### src/hdl/pfc_params.svh
`ifndef PFC_PARAMS_SVH
`define PFC_PARAMS_SVH
// Register byte offsets
`define PFC_ADDR_CTRL 8'h00
`define PFC_ADDR_FBGAIN 8'h04
`define PFC_ADDR_PGAIN 8'h08
`define PFC_ADDR_ITIME 8'h0C
`define PFC_ADDR_DTIME 8'h10
`define PFC_ADDR_IBOUND 8'h14
`define PFC_ADDR_FILT 8'h18
`define PFC_ADDR_OLIM 8'h1C
`define PFC_ADDR_FTIME 8'h20
`define PFC_ADDR_DEVRNG 8'h24
`define PFC_ADDR_MAXFRQ 8'h28
`define PFC_ADDR_KEYPAD 8'h2C
`define PFC_ADDR_STATUS 8'h30
`define PFC_ADDR_MASK 8'h34
`define PFC_ADDR_OUTFRQ 8'h38
`define PFC_ADDR_DEV 8'h3C
// Reset values, in setting units
`define PFC_RST_FBGAIN 10'h064
`define PFC_RST_PGAIN 7'h0A
`define PFC_RST_ITIME 14'h0064
`define PFC_RST_DTIME 7'h00
`define PFC_RST_IBOUND 7'h64
`define PFC_RST_FILT 5'h00
`define PFC_RST_OLIM 7'h64
`define PFC_RST_FTIME 16'h0258
`define PFC_RST_DEVRNG 14'h2710
`define PFC_RST_MAXFRQ 16'h1770
// Scale factors
`define PFC_GAIN_DIV 32'h0000_0064
`define PFC_PGAIN_DIV 32'h0000_000A
`define PFC_PCT_SCALE 32'h0000_0064
`define PFC_FULL_SCALE 32'h0000_2710
`define PFC_TICKS_PER_DS 32'h0000_000A
// Control tick: 10 ms at 40 MHz
`define PFC_TICK_US 10000
`define PFC_CLK_MHZ 40
`define PFC_TICK_CYCLES (`PFC_TICK_US * `PFC_CLK_MHZ)
// Status bit positions
`define PFC_ST_FAULT 0
`define PFC_ST_SAT 1
`endif

### src/hdl/pfc_pkg.sv
package pfc_pkg;
    // Settings that steer the loop
    typedef struct packed {
        logic [2:0] fbSel;
        logic [1:0] spSel;
        logic [1:0] faultAction;
        logic [9:0] fbGain;
        logic [6:0] pGain;
        logic [13:0] iTime;
        logic [6:0] dTime;
        logic [6:0] iBoundPct;
        logic [4:0] filtTime;
        logic [6:0] outLimitPct;
        logic [15:0] faultTime;
        logic [13:0] devRange;
        logic [15:0] maxFreq;
        logic [13:0] keypad;
    } pfc_cfg_t;
    // Feedback abnormality supervisor
    typedef enum logic [1:0] {
        PFC_IDLE = 2'b00,
        PFC_TIMING = 2'b01,
        PFC_FAULTED = 2'b10
    } pfc_sup_t;
endpackage

### src/hdl/pfc_controller.sv
`timescale 1ns/1ps
`include "pfc_params.svh"
module pfc_controller #(
    parameter int TICK_CYCLES = `PFC_TICK_CYCLES // Control tick period
) (
    input wire logic clk, // 40 MHz clock
    input wire logic reset, // Async, active high
    input wire logic hsel, // AHB select
    input wire logic [7:0] haddr, // AHB address
    input wire logic [1:0] htrans, // AHB transfer type
    input wire logic hwrite, // AHB write
    input wire logic [2:0] hsize, // AHB size
    input wire logic [31:0] hwdata, // AHB write data
    input wire logic hready, // AHB bus ready
    output logic [31:0] hrdata, // AHB read data
    output logic hreadyout, // AHB slave ready
    output logic hresp, // AHB response, always OKAY
    input wire logic [13:0] voltageFeedbackInput, // Voltage feedback, 0.01 %
    input wire logic [13:0] currentFeedbackInput, // Current feedback, 0.01 %
    input wire logic [13:0] analogSetpoint, // Analog or step target, 0.01 %
    output logic [15:0] outFreq, // Regulated frequency, 0.01 Hz
    output logic pidActive, // Regulation running
    output logic feedbackWarning, // Feedback fault warning
    output logic rampStop, // Request ramp to stop
    output logic coastStop, // Request coast to stop
    output logic irq // Level interrupt
);
    pfc_pkg::pfc_cfg_t cfg_ff; // Software settings
    pfc_pkg::pfc_sup_t sup_ff; // Supervisor state
    logic [1:0] stat_ff; // Sticky events
    logic [1:0] mask_ff; // Interrupt mask
    logic [13:0] vSync1_ff, vSync2_ff; // Voltage synchroniser
    logic [13:0] cSync1_ff, cSync2_ff; // Current synchroniser
    logic [13:0] sSync1_ff, sSync2_ff; // Setpoint synchroniser
    logic [31:0] tickCnt_ff; // Tick divider
    logic tick; // One-cycle tick
    logic signed [31:0] integ_ff, prevDev_ff, filt_ff, dev_ff; // Loop state
    logic [31:0] abnCnt_ff; // Abnormal tick count
    logic [7:0] addr_ff; // Latched address
    logic wrPend_ff; // Write data phase pending
    logic signed [31:0] fb, target, dev, pTerm, nxt_integ, dRaw, nxt_filt, sum, iBound, oLim, absDev;
    logic saturated; // Output hit its limit
    logic abnormal; // Feedback out of range
    logic [31:0] faultTicks; // Detection time in ticks
    logic rdStat; // Status read this cycle

    // Two flops before any logic looks at the analog pins
    always_ff @(posedge clk or posedge reset) begin
        if (reset) begin
            vSync1_ff <= 14'h0000;
            vSync2_ff <= 14'h0000;
            cSync1_ff <= 14'h0000;
            cSync2_ff <= 14'h0000;
            sSync1_ff <= 14'h0000;
            sSync2_ff <= 14'h0000;
        end else begin
            vSync1_ff <= voltageFeedbackInput;
            vSync2_ff <= vSync1_ff;
            cSync1_ff <= currentFeedbackInput;
            cSync2_ff <= cSync1_ff;
            sSync1_ff <= analogSetpoint;
            sSync2_ff <= sSync1_ff;
        end
    end

    // Control tick divider
    always_ff @(posedge clk or posedge reset) begin
        if (reset) begin
            tickCnt_ff <= 32'h0000_0000;
        end else if (tickCnt_ff == 32'(TICK_CYCLES - 1)) begin
            tickCnt_ff <= 32'h0000_0000;
        end else begin
            tickCnt_ff <= tickCnt_ff + 32'h0000_0001;
        end
    end
    assign tick = (tickCnt_ff == 32'(TICK_CYCLES - 1));

    // Loop arithmetic in 0.01 % of maximum frequency
    always_comb begin
        // Feedback channel pick, scaled by gain
        fb = (cfg_ff.fbSel == 3'h2 || cfg_ff.fbSel == 3'h4) ? 32'(cSync2_ff) : 32'(vSync2_ff);
        fb = (fb * 32'(cfg_ff.fbGain)) / `PFC_GAIN_DIV;
        target = (cfg_ff.spSel == 2'h0) ? 32'(cfg_ff.keypad) : 32'(sSync2_ff);
        dev = (cfg_ff.fbSel >= 3'h3) ? fb - target : target - fb;
        pTerm = (signed'(32'(cfg_ff.pGain)) * dev) / signed'(`PFC_PGAIN_DIV);
        iBound = 32'(cfg_ff.iBoundPct) * `PFC_PCT_SCALE;
        // One tick equals one unit of integral time
        if (cfg_ff.iTime == 14'h0000) begin
            nxt_integ = 32'sh0000_0000;
        end else begin
            nxt_integ = integ_ff + dev / signed'(32'(cfg_ff.iTime));
        end
        // Symmetric clamp keeps windup bounded both ways
        if (nxt_integ > iBound) begin
            nxt_integ = iBound;
        end else if (nxt_integ < -iBound) begin
            nxt_integ = -iBound;
        end
        dRaw = signed'(32'(cfg_ff.dTime)) * (dev - prevDev_ff);
        // Filter divisor grows with time constant; zero passes straight
        nxt_filt = filt_ff + (dRaw - filt_ff) / signed'(32'(cfg_ff.filtTime) * `PFC_TICKS_PER_DS + 32'h1);
        oLim = 32'(cfg_ff.outLimitPct) * `PFC_PCT_SCALE;
        sum = pTerm + nxt_integ + nxt_filt;
        saturated = (sum > oLim);
        if (sum > oLim) begin
            sum = oLim;
        end
        if (sum < 32'sh0000_0000) begin
            sum = 32'sh0000_0000;
        end
        absDev = (target > fb) ? target - fb : fb - target;
        abnormal = (absDev > 32'(cfg_ff.devRange));
        faultTicks = 32'(cfg_ff.faultTime) * `PFC_TICKS_PER_DS;
    end

    // Loop state and output, one update per tick
    always_ff @(posedge clk or posedge reset) begin
        if (reset) begin
            integ_ff <= 32'sh0000_0000;
            prevDev_ff <= 32'sh0000_0000;
            filt_ff <= 32'sh0000_0000;
            dev_ff <= 32'sh0000_0000;
            outFreq <= 16'h0000;
            pidActive <= 1'b0;
        end else if (tick) begin
            if (cfg_ff.fbSel == 3'h0 || cfg_ff.fbSel > 3'h4) begin
                // Regulation off: analog inputs free for other use
                integ_ff <= 32'sh0000_0000;
                prevDev_ff <= 32'sh0000_0000;
                filt_ff <= 32'sh0000_0000;
                dev_ff <= 32'sh0000_0000;
                outFreq <= 16'h0000;
                pidActive <= 1'b0;
            end else begin
                // Settings are read live every tick
                integ_ff <= nxt_integ;
                prevDev_ff <= dev;
                filt_ff <= nxt_filt;
                dev_ff <= dev;
                outFreq <= 16'((sum * 32'(cfg_ff.maxFreq)) / `PFC_FULL_SCALE);
                pidActive <= 1'b1;
            end
        end
    end

    // Feedback abnormality supervisor
    always_ff @(posedge clk or posedge reset) begin
        if (reset) begin
            sup_ff <= pfc_pkg::PFC_IDLE;
            abnCnt_ff <= 32'h0000_0000;
        end else if (tick) begin
            case (sup_ff)
                pfc_pkg::PFC_IDLE: begin
                    abnCnt_ff <= 32'h0000_0001;
                    if (pidActive && abnormal && cfg_ff.faultTime != 16'h0000) begin
                        sup_ff <= pfc_pkg::PFC_TIMING;
                    end
                end
                pfc_pkg::PFC_TIMING: begin
                    // Any normal sample restarts the wait
                    if (!abnormal || !pidActive || cfg_ff.faultTime == 16'h0000) begin
                        sup_ff <= pfc_pkg::PFC_IDLE;
                    end else if (abnCnt_ff >= faultTicks) begin
                        sup_ff <= pfc_pkg::PFC_FAULTED;
                    end else begin
                        abnCnt_ff <= abnCnt_ff + 32'h0000_0001;
                    end
                end
                pfc_pkg::PFC_FAULTED: begin
                    // Warning clears when feedback recovers
                    if (!abnormal || !pidActive || cfg_ff.faultTime == 16'h0000) begin
                        sup_ff <= pfc_pkg::PFC_IDLE;
                    end
                end
                default: begin
                    sup_ff <= pfc_pkg::PFC_IDLE;
                end
            endcase
        end
    end

    // Warning and stop requests per treatment setting
    always_ff @(posedge clk or posedge reset) begin
        if (reset) begin
            feedbackWarning <= 1'b0;
            rampStop <= 1'b0;
            coastStop <= 1'b0;
        end else begin
            feedbackWarning <= (sup_ff == pfc_pkg::PFC_FAULTED);
            rampStop <= (sup_ff == pfc_pkg::PFC_FAULTED) && (cfg_ff.faultAction == 2'h1);
            coastStop <= (sup_ff == pfc_pkg::PFC_FAULTED) && (cfg_ff.faultAction == 2'h2);
        end
    end

    // AHB-Lite slave, zero wait states
    assign rdStat = hsel && hready && htrans[1] && !hwrite && (haddr == `PFC_ADDR_STATUS);
    always_ff @(posedge clk or posedge reset) begin
        if (reset) begin
            addr_ff <= 8'h00;
            wrPend_ff <= 1'b0;
            hreadyout <= 1'b1;
            hresp <= 1'b0;
        end else begin
            hreadyout <= 1'b1;
            hresp <= 1'b0;
            if (hready) begin
                addr_ff <= haddr;
                wrPend_ff <= hsel && htrans[1] && hwrite;
            end
        end
    end

    // Read data captured in the address phase
    always_ff @(posedge clk or posedge reset) begin
        if (reset) begin
            hrdata <= 32'h0000_0000;
        end else if (hsel && hready && htrans[1] && !hwrite) begin
            case (haddr)
                `PFC_ADDR_CTRL: hrdata <= {22'h0, cfg_ff.faultAction, 2'h0, cfg_ff.spSel, 1'b0, cfg_ff.fbSel};
                `PFC_ADDR_FBGAIN: hrdata <= {22'h0, cfg_ff.fbGain};
                `PFC_ADDR_PGAIN: hrdata <= {25'h0, cfg_ff.pGain};
                `PFC_ADDR_ITIME: hrdata <= {18'h0, cfg_ff.iTime};
                `PFC_ADDR_DTIME: hrdata <= {25'h0, cfg_ff.dTime};
                `PFC_ADDR_IBOUND: hrdata <= {25'h0, cfg_ff.iBoundPct};
                `PFC_ADDR_FILT: hrdata <= {27'h0, cfg_ff.filtTime};
                `PFC_ADDR_OLIM: hrdata <= {25'h0, cfg_ff.outLimitPct};
                `PFC_ADDR_FTIME: hrdata <= {16'h0, cfg_ff.faultTime};
                `PFC_ADDR_DEVRNG: hrdata <= {18'h0, cfg_ff.devRange};
                `PFC_ADDR_MAXFRQ: hrdata <= {16'h0, cfg_ff.maxFreq};
                `PFC_ADDR_KEYPAD: hrdata <= {18'h0, cfg_ff.keypad};
                `PFC_ADDR_STATUS: hrdata <= {30'h0, stat_ff};
                `PFC_ADDR_MASK: hrdata <= {30'h0, mask_ff};
                `PFC_ADDR_OUTFRQ: hrdata <= {16'h0, outFreq};
                `PFC_ADDR_DEV: hrdata <= dev_ff;
                default: hrdata <= 32'h0000_0000; // Unmapped reads zero
            endcase
        end
    end

    // Register writes in the data phase
    always_ff @(posedge clk or posedge reset) begin
        if (reset) begin
            cfg_ff <= '{3'h0, 2'h0, 2'h0, `PFC_RST_FBGAIN, `PFC_RST_PGAIN, `PFC_RST_ITIME, `PFC_RST_DTIME,
                `PFC_RST_IBOUND, `PFC_RST_FILT, `PFC_RST_OLIM, `PFC_RST_FTIME, `PFC_RST_DEVRNG,
                `PFC_RST_MAXFRQ, 14'h0000};
            mask_ff <= 2'h0;
        end else if (wrPend_ff) begin
            case (addr_ff)
                `PFC_ADDR_CTRL: begin
                    cfg_ff.fbSel <= hwdata[2:0];
                    cfg_ff.spSel <= hwdata[5:4];
                    cfg_ff.faultAction <= hwdata[9:8];
                end
                `PFC_ADDR_FBGAIN: cfg_ff.fbGain <= hwdata[9:0];
                `PFC_ADDR_PGAIN: cfg_ff.pGain <= hwdata[6:0];
                `PFC_ADDR_ITIME: cfg_ff.iTime <= hwdata[13:0];
                `PFC_ADDR_DTIME: cfg_ff.dTime <= hwdata[6:0];
                `PFC_ADDR_IBOUND: cfg_ff.iBoundPct <= hwdata[6:0];
                `PFC_ADDR_FILT: cfg_ff.filtTime <= hwdata[4:0];
                `PFC_ADDR_OLIM: cfg_ff.outLimitPct <= hwdata[6:0];
                `PFC_ADDR_FTIME: cfg_ff.faultTime <= hwdata[15:0];
                `PFC_ADDR_DEVRNG: cfg_ff.devRange <= hwdata[13:0];
                `PFC_ADDR_MAXFRQ: cfg_ff.maxFreq <= hwdata[15:0];
                `PFC_ADDR_KEYPAD: cfg_ff.keypad <= hwdata[13:0];
                `PFC_ADDR_MASK: mask_ff <= hwdata[1:0];
                default: ; // Read-only and unmapped ignore writes
            endcase
        end
    end

    // Sticky events; a new event beats the read clear
    always_ff @(posedge clk or posedge reset) begin
        if (reset) begin
            stat_ff <= 2'h0;
            irq <= 1'b0;
        end else begin
            stat_ff[`PFC_ST_FAULT] <= (stat_ff[`PFC_ST_FAULT] && !rdStat)
                || (sup_ff == pfc_pkg::PFC_FAULTED && !feedbackWarning);
            stat_ff[`PFC_ST_SAT] <= (stat_ff[`PFC_ST_SAT] && !rdStat) || (tick && pidActive && saturated);
            irq <= |(stat_ff & mask_ff);
        end
    end
endmodule // pfc_controller

### config.mk
export PLATFORM = sky130hd
export DESIGN_NAME = pfc_controller
export DESIGN_NICKNAME = d
export VERILOG_FILES = /design/src/hdl/pfc_pkg.sv /design/src/hdl/pfc_controller.sv
export VERILOG_INCLUDE_DIRS = /design/src /design/src/hdl
export SDC_FILE = /design/constraint.sdc
export NUM_CORES = 2
export LEC_CHECK = 0
export ABC_CLOCK_PERIOD_IN_PS = 293800
export BUFFER_PORTS_ARGS = -buffer_cell sky130_fd_sc_hd__buf_4
export CAP_MARGIN = 20
export CELL_PAD_IN_SITES_DETAIL_PLACEMENT = 0
export CELL_PAD_IN_SITES_GLOBAL_PLACEMENT = 2
export CORE_ASPECT_RATIO = 2
export CORE_UTILIZATION = 44
export CTS_BUF_LIST = sky130_fd_sc_hd__clkbuf_2
export DETAILED_ROUTE_END_ITERATION = 10
export PLACE_DENSITY_LB_ADDON = 0.1
export SLEW_MARGIN = 25
export SYNTH_ARGS = -nofsm -noshare
export SYNTH_HDL_FRONTEND = slang
export SYNTH_SLANG_ARGS = --single-unit
### constraint.sdc
create_clock -name clk -period 293.8 [get_ports clk]
set_input_delay 58.76 -clock clk [delete_from_list [all_inputs] [get_ports clk]]
set_output_delay 58.76 -clock clk [all_outputs]
set_load 0.02 [all_outputs]
==> flow_summary.toml <==
[run_status]
status = "completed"

[cells_and_area]
fillers = 25200
stdcell_count = 17500
final_common_cell = "inv_1"
final_area_mm2 = 0.116
final_cell_mix = "inv_1 (1,313), nand2_1 (1,229), ha_1 (1,169), nor2_1 (1,005), a21oi_1 (769)"
drive_gt1_share_pct = 8.22
area_growth_pct = 6.12
num-nets-final = 16100

[clock_tree]
cts_num_sinks = 436
clockBufferDepth = 3
ctsResizeCount = 0
cts_tree = "yes"
cts-root-buf = "clkbuf_2"
clock_latency_ns = 1.80
cts_hold_buf = 0
path_clk_slew_ns = 0.11
cts_buffers = 112
htree_num_levels = 3
post_cts_buffers = 0

[detailed_routing]
drc = 0
wl_mm = 399
dr.pass1.iters = 8
drtIter0Drc = 5003
wire_per_inst_um = 22.9
antenna_left = 0
dr_total_vias = 104000
vias_per_cell = 5.95

[grt]
grt_pass1_vias = 109000
grt_first_pass_wirelength_mm = 614
grt_max_degree = 153
grt-ovfl-total = 0
grt_usage_pct = 31.5
antenna_found_initial = 14

[sta]
post-route-min-period_ns = 187.96
hold_violations = 0
period_share_pct = 64.0
slew_viol_final = 0
setup_viol = 0
fin_skew_ns = 0.274
fmax_mhz = 5.32
hold_slack_ns = 0.349
tns_ns = 0
slew_headroom_pct = 22.5
rsz0062_at_grt = "false"
worst_pin_slew_ns = 1.13

[place]
gp_congestion = 0.949
placed_cell_area_mm2 = 0.115
dp_cells = 17200
place_hpwl_mm = 335
io_buffers = 124

[worst_setup_path]
critPathLaunch = "cfg_ff[121]"
worst_path_largest_cell_delay_ns = 0.86
worstPathArrival_ns = 189.39
start_kind = "register"
cp-end-kind = "register"
worstPathMaxFanout = 52
cp.required_ns = 295.23
r2r_start = "cfg_ff[121]"
slowest_stage = "o41a_1"
path_class = "reg -> reg"
crit_top_cell = "o21a_1"

[synth]
synth_edf_count = 0
ys_ff_latch = 436
synthMuxAreaShare_pct = 4.18
synth_top_area_cell = "fa_1"
synth_top_family_by_area = "adder cells"
yosysWarnings = 0
synth-compound-area-share_pct = 22.3
synth_xor_xnor_area_share_pct = 7.62
synthCells = 13900
seq_area_frac_synth_pct = 10.0
synth_fa_ha_area_share_pct = 27.1
synth.avg_cell_area_um2 = 7.85
ys.flop_type = "dfrtp_1"
synth_top_area_share_pct = 13.5
synth-simple-area-share_pct = 22.4
syn_area_mm2 = 0.109
ys_async_sr_fraction_pct = 100
synth_cell_types = 167
synthTopCellsByArea = "fa_1 (13%), ha_1 (13%), dfrtp_1 (9.3%), xnor2_1 (5.3%), inv_1 (4.5%)"

[die]
core_mm2 = 0.247
io_pins = 147
initial_core_util_pct = 44.2
die_y_um = 707
dieArea_mm2 = 0.250
die_x_um = 354
rows = 258

[worst_hold_path]
hold_class = "reg -> reg"
min_from = "vSync1_ff[8]"

[flow_run]
drv_cap = 0
cells by family (layout without fill, tap and decap cells):
logic type / Yosys count / after routing
buf+inv: 1739 / 1864
mux: 420 / 420
simple gates: 4867 / 4867
flops: 436 / 436
compound gates: 3583 / 3583
other cells: 2 / 168
fa+ha+maj: 1931 / 1931
xor+xnor: 939 / 939
Yosys cell counts, types with 57 or more instances:
cell type     n
or3_1       120
clkbuf_1    312
o31ai_1     265
a22o_1       77
inv_1      1316
o21a_1      473
o21bai_1    114
nor3_1      646
mux2_2      257
dfrtp_1     406
and3_1      121
nor2_1     1013
xor2_1      270
a22oi_1      62
a211oi_1     77
or2_2       117
o22ai_1      65
a21o_1      204
ha_1       1169
a31oi_1     150
and2_1      545
xnor2_1     660
fa_1        736
mux2i_1     156
o21ai_1      57
o21ai_0     596
nand2b_1    170
nor4_1       83
nand3_1     232
o211ai_1     85
a21oi_1     771
nor2b_1     189
nand4_1     118
nand2_1    1230
metrics by stage:
| stage | setup slack (ns) | util, % |
|---|---|---|
| 2_1_floorplan | 125.54 | - |
| 3_3_place_gp | 107.30 | 46.4 |
| 3_5_place_dp | 105.92 | 46.5 |
| 4_1_cts | 105.21 | 46.9 |
| 5_1_grt | 91.06 | 47.0 |
| 6_report | 105.84 | 47.0 |
critical path, delay by kind of cell (launching register included):
family	cells	cell delay, ns
AO/OA/AOI/OAI	554	122.75
AND/OR/NAND/NOR	191	37.17
adder cells (fa/ha/maj)	63	21.90
buffers and inverters	58	11.92
XOR/XNOR	25	7.69
multiplexers	12	3.82
flip-flops	1	0.46
registers in the layout, indices dropped and copies added (netlist names), 2 cells and up:
name and cells:
abnCnt_ff 32, addr_ff 8, cSync1_ff 14, cSync2_ff 14
cfg_ff 124, dev_ff 32, filt_ff 32, hrdata 32
integ_ff 32, mask_ff 2, outFreq 16, sSync1_ff 14
sSync2_ff 14, stat_ff 2, sup_ff 2, tickCnt_ff 32
vSync1_ff 14, vSync2_ff 14
layout make-up:
cell class,instances,area [µm²],area share [%]
Multi-Input combinational cell,11900,92300,79.6
Sequential cell,436,11000,9.44
Inverter,1320,4960,4.28
Tap cell,3250,4070,3.51
Timing Repair Buffer,336,2530,2.19
Clock buffer,156,781,0.673
Clock inverter,52,340,0.294
Antenna cell,7,17.5,0.0151
final timing paths:
path	end	slack, ns	cells after the start
min in group asynchronous	cSync1_ff[1]	57.15	2
min reg2reg	vSync2_ff[8]	0.35	0
max reg2reg	outFreq[0]	105.84	800
min	vSync2_ff[8]	0.35	0
max	outFreq[0]	105.84	903
max in group asynchronous	integ_ff[29]	234.16	4
layer usage:
| metal | share of wire, % | wire length (µm) | global-route usage (%) |
|---|---|---|---|
| met1 | 33 | 131000 | 28.5 |
| met2 | 55 | 219000 | 62.8 |
| met3 | 3.1 | 12200 | 2.84 |
| met4 | 9.1 | 36400 | 25.0 |
| met5 | 0.014 | 56 | 0 |
Power is not shown: default switching activity piles up to over one toggle a cycle in this logic, so the estimate is an artifact.
